==> config.mk <==
export PLATFORM = sky130hd
export DESIGN_NAME = pss_status
export DESIGN_NICKNAME = d
export VERILOG_FILES = /design/src/logic/pss_status.v /design/src/logic/pss_sync.v /design/src/logic/pss_apb_decode.v
export VERILOG_INCLUDE_DIRS = /design/src /design/src/logic
export SDC_FILE = /design/constraint.sdc
export NUM_CORES = 1
export LEC_CHECK = 0
export ABC_AREA = 1
export ABC_CLOCK_PERIOD_IN_PS = 1050
export BUFFER_PORTS_ARGS = -buffer_cell sky130_fd_sc_hd__buf_2
export CELL_PAD_IN_SITES_DETAIL_PLACEMENT = 0
export CELL_PAD_IN_SITES_GLOBAL_PLACEMENT = 2
export CORE_ASPECT_RATIO = 1.1
export CORE_MARGIN = 2
export CORE_UTILIZATION = 29
export DETAILED_ROUTE_END_ITERATION = 6
export PLACE_DENSITY = 0.8
export SLEW_MARGIN = 20
export SYNTH_ARGS = -nofsm -noshare
export SYNTH_HDL_FRONTEND = slang
export SYNTH_HIERARCHICAL = 1
export SYNTH_SLANG_ARGS = --single-unit
==> constraint.sdc <==
create_clock -name clock_i -period 1.05 [get_ports clock_i]
set_input_delay 0.105 -clock clock_i [delete_from_list [all_inputs] [get_ports clock_i]]
set_output_delay 0.105 -clock clock_i [all_outputs]
set_load 0.02 [all_outputs]
==> src/logic/pss_consts.vh <==
// constants for the transceiver specific status register block
`ifndef PSS_CONSTS_VH
`define PSS_CONSTS_VH
`define PSS_OFF_STATUS 12'h000
`define PSS_OFF_CONTROL 12'h004
`define PSS_OFF_INPUTS 12'h008
`define PSS_OFF_SWRESET 12'h00c
`define PSS_BIT_RESOLVED 11
`define PSS_BIT_LINK 10
`define PSS_BIT_XOVER 6
`define PSS_BIT_DOWNGRADE 5
`define PSS_BIT_SLEEP 4
`define PSS_BIT_TX_PAUSE 3
`define PSS_BIT_RX_PAUSE 2
`define PSS_BIT_POLARITY 1
`define PSS_CTL_XOVER_LO 5
`define PSS_CTL_XOVER_HI 6
`define PSS_XOVER_MDI 2'h0
`define PSS_XOVER_MDIX 2'h1
`define PSS_XOVER_AUTO 2'h3
`define PSS_RST_CONTROL 16'h0060
`define PSS_RST_STATUS 16'h0000
`endif

==> src/logic/pss_status.v <==
// transceiver specific status register bank behind an apb slave
`timescale 1ns/1ps
`include "pss_consts.vh"
module pss_status (
    input wire clock_i,
    input wire reset_n_i,
    input wire psel_i,
    input wire penable_i,
    input wire pwrite_i,
    input wire [11:0] paddr_i,
    input wire [31:0] pwdata_i,
    output reg [31:0] prdata_o,
    output reg pready_o,
    output reg pslverr_o,
    input wire an_enable_i,
    input wire an_complete_i,
    input wire link_up_i,
    input wire mdix_auto_i,
    input wire downgrade_i,
    input wire energy_sleep_i,
    input wire tx_pause_i,
    input wire rx_pause_i,
    input wire polarity_rev_i,
    output reg mdix_sel_o,
    output reg [1:0] xover_mode_o
);
    wire [8:0] raw;
    wire [8:0] syn;
    wire wr_control;
    wire wr_swreset;
    wire [3:0] rd_sel;
    wire unmapped;
    reg [15:0] control_q;
    reg [1:0] xover_active_q;
    reg [15:0] status_q;
    reg [15:0] status_d;
    reg xover_d;
    reg resolved_d;
    reg [31:0] rdata_d;

    assign raw = {an_enable_i, an_complete_i, link_up_i, mdix_auto_i, downgrade_i,
                  energy_sleep_i, tx_pause_i, rx_pause_i, polarity_rev_i};

    pss_sync #(
        .WIDTH(9)
    ) u_sync (
        .clock_i(clock_i),
        .reset_n_i(reset_n_i),
        .async_i(raw),
        .sync_o(syn)
    );

    pss_apb_decode u_dec (
        .psel_i(psel_i),
        .penable_i(penable_i),
        .pwrite_i(pwrite_i),
        .paddr_i(paddr_i),
        .wr_control_o(wr_control),
        .wr_swreset_o(wr_swreset),
        .rd_sel_o(rd_sel),
        .unmapped_o(unmapped)
    );

    always @*
    begin
        resolved_d = syn[7] | ~syn[8];
        case (xover_active_q)
            `PSS_XOVER_MDI: xover_d = 1'b0;
            `PSS_XOVER_MDIX: xover_d = 1'b1;
            default: xover_d = syn[5];
        endcase
        status_d = `PSS_RST_STATUS;
        status_d[`PSS_BIT_RESOLVED] = resolved_d;
        status_d[`PSS_BIT_LINK] = syn[6];
        status_d[`PSS_BIT_XOVER] = xover_d & resolved_d;
        status_d[`PSS_BIT_DOWNGRADE] = syn[4];
        status_d[`PSS_BIT_SLEEP] = syn[3];
        status_d[`PSS_BIT_TX_PAUSE] = syn[2] & resolved_d;
        status_d[`PSS_BIT_RX_PAUSE] = syn[1] & resolved_d;
        status_d[`PSS_BIT_POLARITY] = syn[0];
    end

    always @*
    begin
        rdata_d = 32'h0000_0000;
        case (1'b1)
            rd_sel[0]: rdata_d = {16'h0000, status_q};
            rd_sel[1]: rdata_d = {16'h0000, control_q};
            rd_sel[2]: rdata_d = {23'h000000, syn};
            default: rdata_d = 32'h0000_0000;
        endcase
    end

    always @(posedge clock_i or negedge reset_n_i)
    begin
        if (!reset_n_i)
        begin
            control_q <= `PSS_RST_CONTROL;
            xover_active_q <= `PSS_XOVER_AUTO;
            status_q <= `PSS_RST_STATUS;
            prdata_o <= 32'h0000_0000;
            pready_o <= 1'b0;
            pslverr_o <= 1'b0;
            mdix_sel_o <= 1'b0;
            xover_mode_o <= `PSS_XOVER_AUTO;
        end
        else
        begin
            status_q <= status_d;
            mdix_sel_o <= status_d[`PSS_BIT_XOVER];
            xover_mode_o <= xover_active_q;
            if (wr_control)
            begin
                control_q <= pwdata_i[15:0];
            end
            if (wr_swreset)
            begin
                xover_active_q <= control_q[`PSS_CTL_XOVER_HI:`PSS_CTL_XOVER_LO];
            end
            pready_o <= psel_i & ~penable_i;
            pslverr_o <= psel_i & ~penable_i & unmapped;
            if (psel_i & ~penable_i & ~pwrite_i)
            begin
                prdata_o <= rdata_d;
            end
        end
    end
endmodule // pss_status

==> src/logic/pss_sync.v <==
// two flip-flop synchroniser for a group of pin levels
`timescale 1ns/1ps
module pss_sync #(
    parameter WIDTH = 8
) (
    input wire clock_i,
    input wire reset_n_i,
    input wire [WIDTH-1:0] async_i,
    output wire [WIDTH-1:0] sync_o
);
    reg [WIDTH-1:0] meta_q;
    reg [WIDTH-1:0] sync_q;
    always @(posedge clock_i or negedge reset_n_i)
    begin
        if (!reset_n_i)
        begin
            meta_q <= {WIDTH{1'b0}};
            sync_q <= {WIDTH{1'b0}};
        end
        else
        begin
            meta_q <= async_i;
            sync_q <= meta_q;
        end
    end
    assign sync_o = sync_q;
endmodule // pss_sync

==> src/logic/pss_apb_decode.v <==
// apb register address decode and access strobes
`timescale 1ns/1ps
`include "pss_consts.vh"
module pss_apb_decode (
    input wire psel_i,
    input wire penable_i,
    input wire pwrite_i,
    input wire [11:0] paddr_i,
    output wire wr_control_o,
    output wire wr_swreset_o,
    output wire [3:0] rd_sel_o,
    output wire unmapped_o
);
    function [3:0] dec;
        input [11:0] a;
        begin
            dec = 4'h0;
            if (a == `PSS_OFF_STATUS) dec = 4'h1;
            if (a == `PSS_OFF_CONTROL) dec = 4'h2;
            if (a == `PSS_OFF_INPUTS) dec = 4'h4;
            if (a == `PSS_OFF_SWRESET) dec = 4'h8;
        end
    endfunction
    wire acc;
    wire [3:0] hit;
    assign acc = psel_i & penable_i;
    assign hit = dec(paddr_i);
    assign wr_control_o = acc & pwrite_i & hit[1];
    assign wr_swreset_o = acc & pwrite_i & hit[3];
    assign rd_sel_o = hit;
    assign unmapped_o = (hit == 4'h0);
endmodule // pss_apb_decode

==> metrics.txt <==
status=finished with violations; failing checks=setup timing; Lkg Pwr=2.01 nW; Slew Viols, Final=0; Final ANT Viol Nets=0; TritonCTS Sinks=64; power density over cell area=1400 nW/µm²; max-cap violations=0; fin worst setup slack=-0.0409 ns; Syn Std Cell Area=2670 µm²; # rows=36; critical path capture point type=output pin; CP cell instances=buf_6; dpl ws=-0.356 ns; initial DRC count=59; via count=2,036; Die Y=105 µm; clock share of power=46.2%; Synth Area per Inst=10.3 µm²; DRC viols=0; final cycle utilization of the critical path=104%; largest net degree at the start of global routing=38; clock buffer depth=2; Critical Path RT=0.94 ns; highest attainable clock frequency=0.917 GHz; initial antenna violation count=0; RSZ-0062 raised after global routing=true; number of global-route vias before repair=2,006; CP arrival=0.99 ns; Crit path max-delay family=flip-flops; Worst Path Max Fanout=1; H-tree levels=3; area of the multi-input gates=993 µm²; antenna diode count=0; Power Total=approximately 5.5 mW; yosys warns=6; final setup violating endpoints=2; Net Sw Power=1.24 mW; Final min period=1.09 ns; Post-DP HPWL=4210 µm; Area growth, synth to finish=48.9%; IO buf count=62; CTS tree=done; clock root buffer=clkbuf_8; Worst VDD drop=between 0.7 and 0.8 mV; Mapped Cells=between 200 and 300; I/O Pins=95; cts bufs inserted=9; total gr overflow=0; share of total power in combinational logic=around 7.8%; Final nets=438; hold violation count in the final report=0; Die W=roughly 95 µm; share of power burned in registers=46.0%; Critical Path Max Stage Delay=about 0.53 ns; clock latency on the worst-skew pair=0.35 ns; Final Skew=0.0115 ns; Final GP Congestion=slightly below 0.8; Crit-path slowest cell=dfstp_2; Total Routing Usage GR=between 10% and 20%; worst hold path type=in2reg; Total Die Area=9980 µm²; buffers and inverters on the worst path=1; DRT Wirelength=around 6000 µm; Net Sw Frac=about 22%; first-pass GRT wire length=9720 µm; initial core utilization=29.9%; Worst-path clk slew=0.07 ns; Avg WL per Cell=about 12 µm; type of origin of the critical path=flip-flop; drt pass-1 iters=4; Int Pwr=4.30 mW; # fillers=882; Seq. cell area=1610 µm²; CORE AREA=8920 µm²; Via density=between 4 and 5; layout cells sized above 1=a little over two fifths; WS Path Type=reg2out
[metal layers]
metal,vias to the layer above,part of all wire [%],track usage [%]
met5,-,0,0
li1,1023,-,-
met2,62,50,20.5
met3,11,6.0,3.82
met1,940,42,16.7
met4,0,1.9,5.51
[sequential cells by signal, summed over array words and instances, names as in the netlist]
name	flops
pslverr_o	1
xover_mode_o	2
control_q	16
pready_o	1
xover_active_q	2
u_sync/sync_o	9
status_q	8
u_sync/meta_q	9
prdata_o	16
[area by class of cell]
cell class | count | area share (%)
clock inverter | 7 | 3.02
timing repair buffer | 117 | 22.6
multi-input combinational | 167 | 25.0
sequential | 64 | 40.5
inverter | 21 | 2.17
clock buffer | 9 | 3.12
tap | 114 | 3.59
[worst paths after layout]
check                                  from               end  slack (ns)  cells after the start
min                               penable_i          pready_o        0.05                      3
max reg2reg                u_sync/sync_o[7]       status_q[6]        0.13                      4
min reg2reg                u_sync/meta_q[1]  u_sync/sync_o[1]        0.35                      0
max                         xover_mode_o[1]   xover_mode_o[1]       -0.04                      1
min in group asynchronous         reset_n_i      prdata_o[15]        0.16                      2
max in group asynchronous         reset_n_i       prdata_o[5]        0.35                      3
[cells in the final DEF, fill, tap and decap left out, types with 9 or more instances in the layout]
master	instances
nand2_1	65
dfrtp_1	58
buf_2	54
dlygate4sd3_1	26
buf_4	23
conb_1	16
inv_1	15
nor2_1	15
nand2_2	13
mux2_4	12
nor2_4	12
nand3_1	10
buf_6	10
clkbuf_8	9
[metrics by stage]
step | cell area [µm²] | TNS (ns) | std cells | util [%] | hold slack [ns]
floorplan | 2770 | -1.90 | 274 | - | -0.191
global placement | 3250 | -9.16 | 450 | 36.4 | -0.0121
detailed placement | 3250 | -9.89 | 450 | 36.4 | -0.0108
CTS | 3760 | -0.122 | 492 | 42.2 | 0.0305
global route | 3970 | -1.19 | 499 | 44.5 | 0.0518
finish | 3970 | -0.0774 | 499 | 44.5 | 0.0452
[timing repair]
item                                    4_1_cts  5_1_grt
buffers inserted                              0        7
endpoints found under the hold margin        83        0
endpoints found under the setup margin        2       31
resized for setup                             4       44
pin swaps                                     0       22
hold buffers                                 26        0
[power groups by stage]
stage,combinational [mW],clock (mW),sequential (mW)
global route,0.481,2.77,2.55
CTS,0.408,2.64,2.55
global placement,0.332,0,2.59
floorplan,0.170,0,2.60
finish,0.434,2.56,2.55
detailed placement,0.334,0,2.60
No activity file was read; power rests on OpenSTA's default activity.
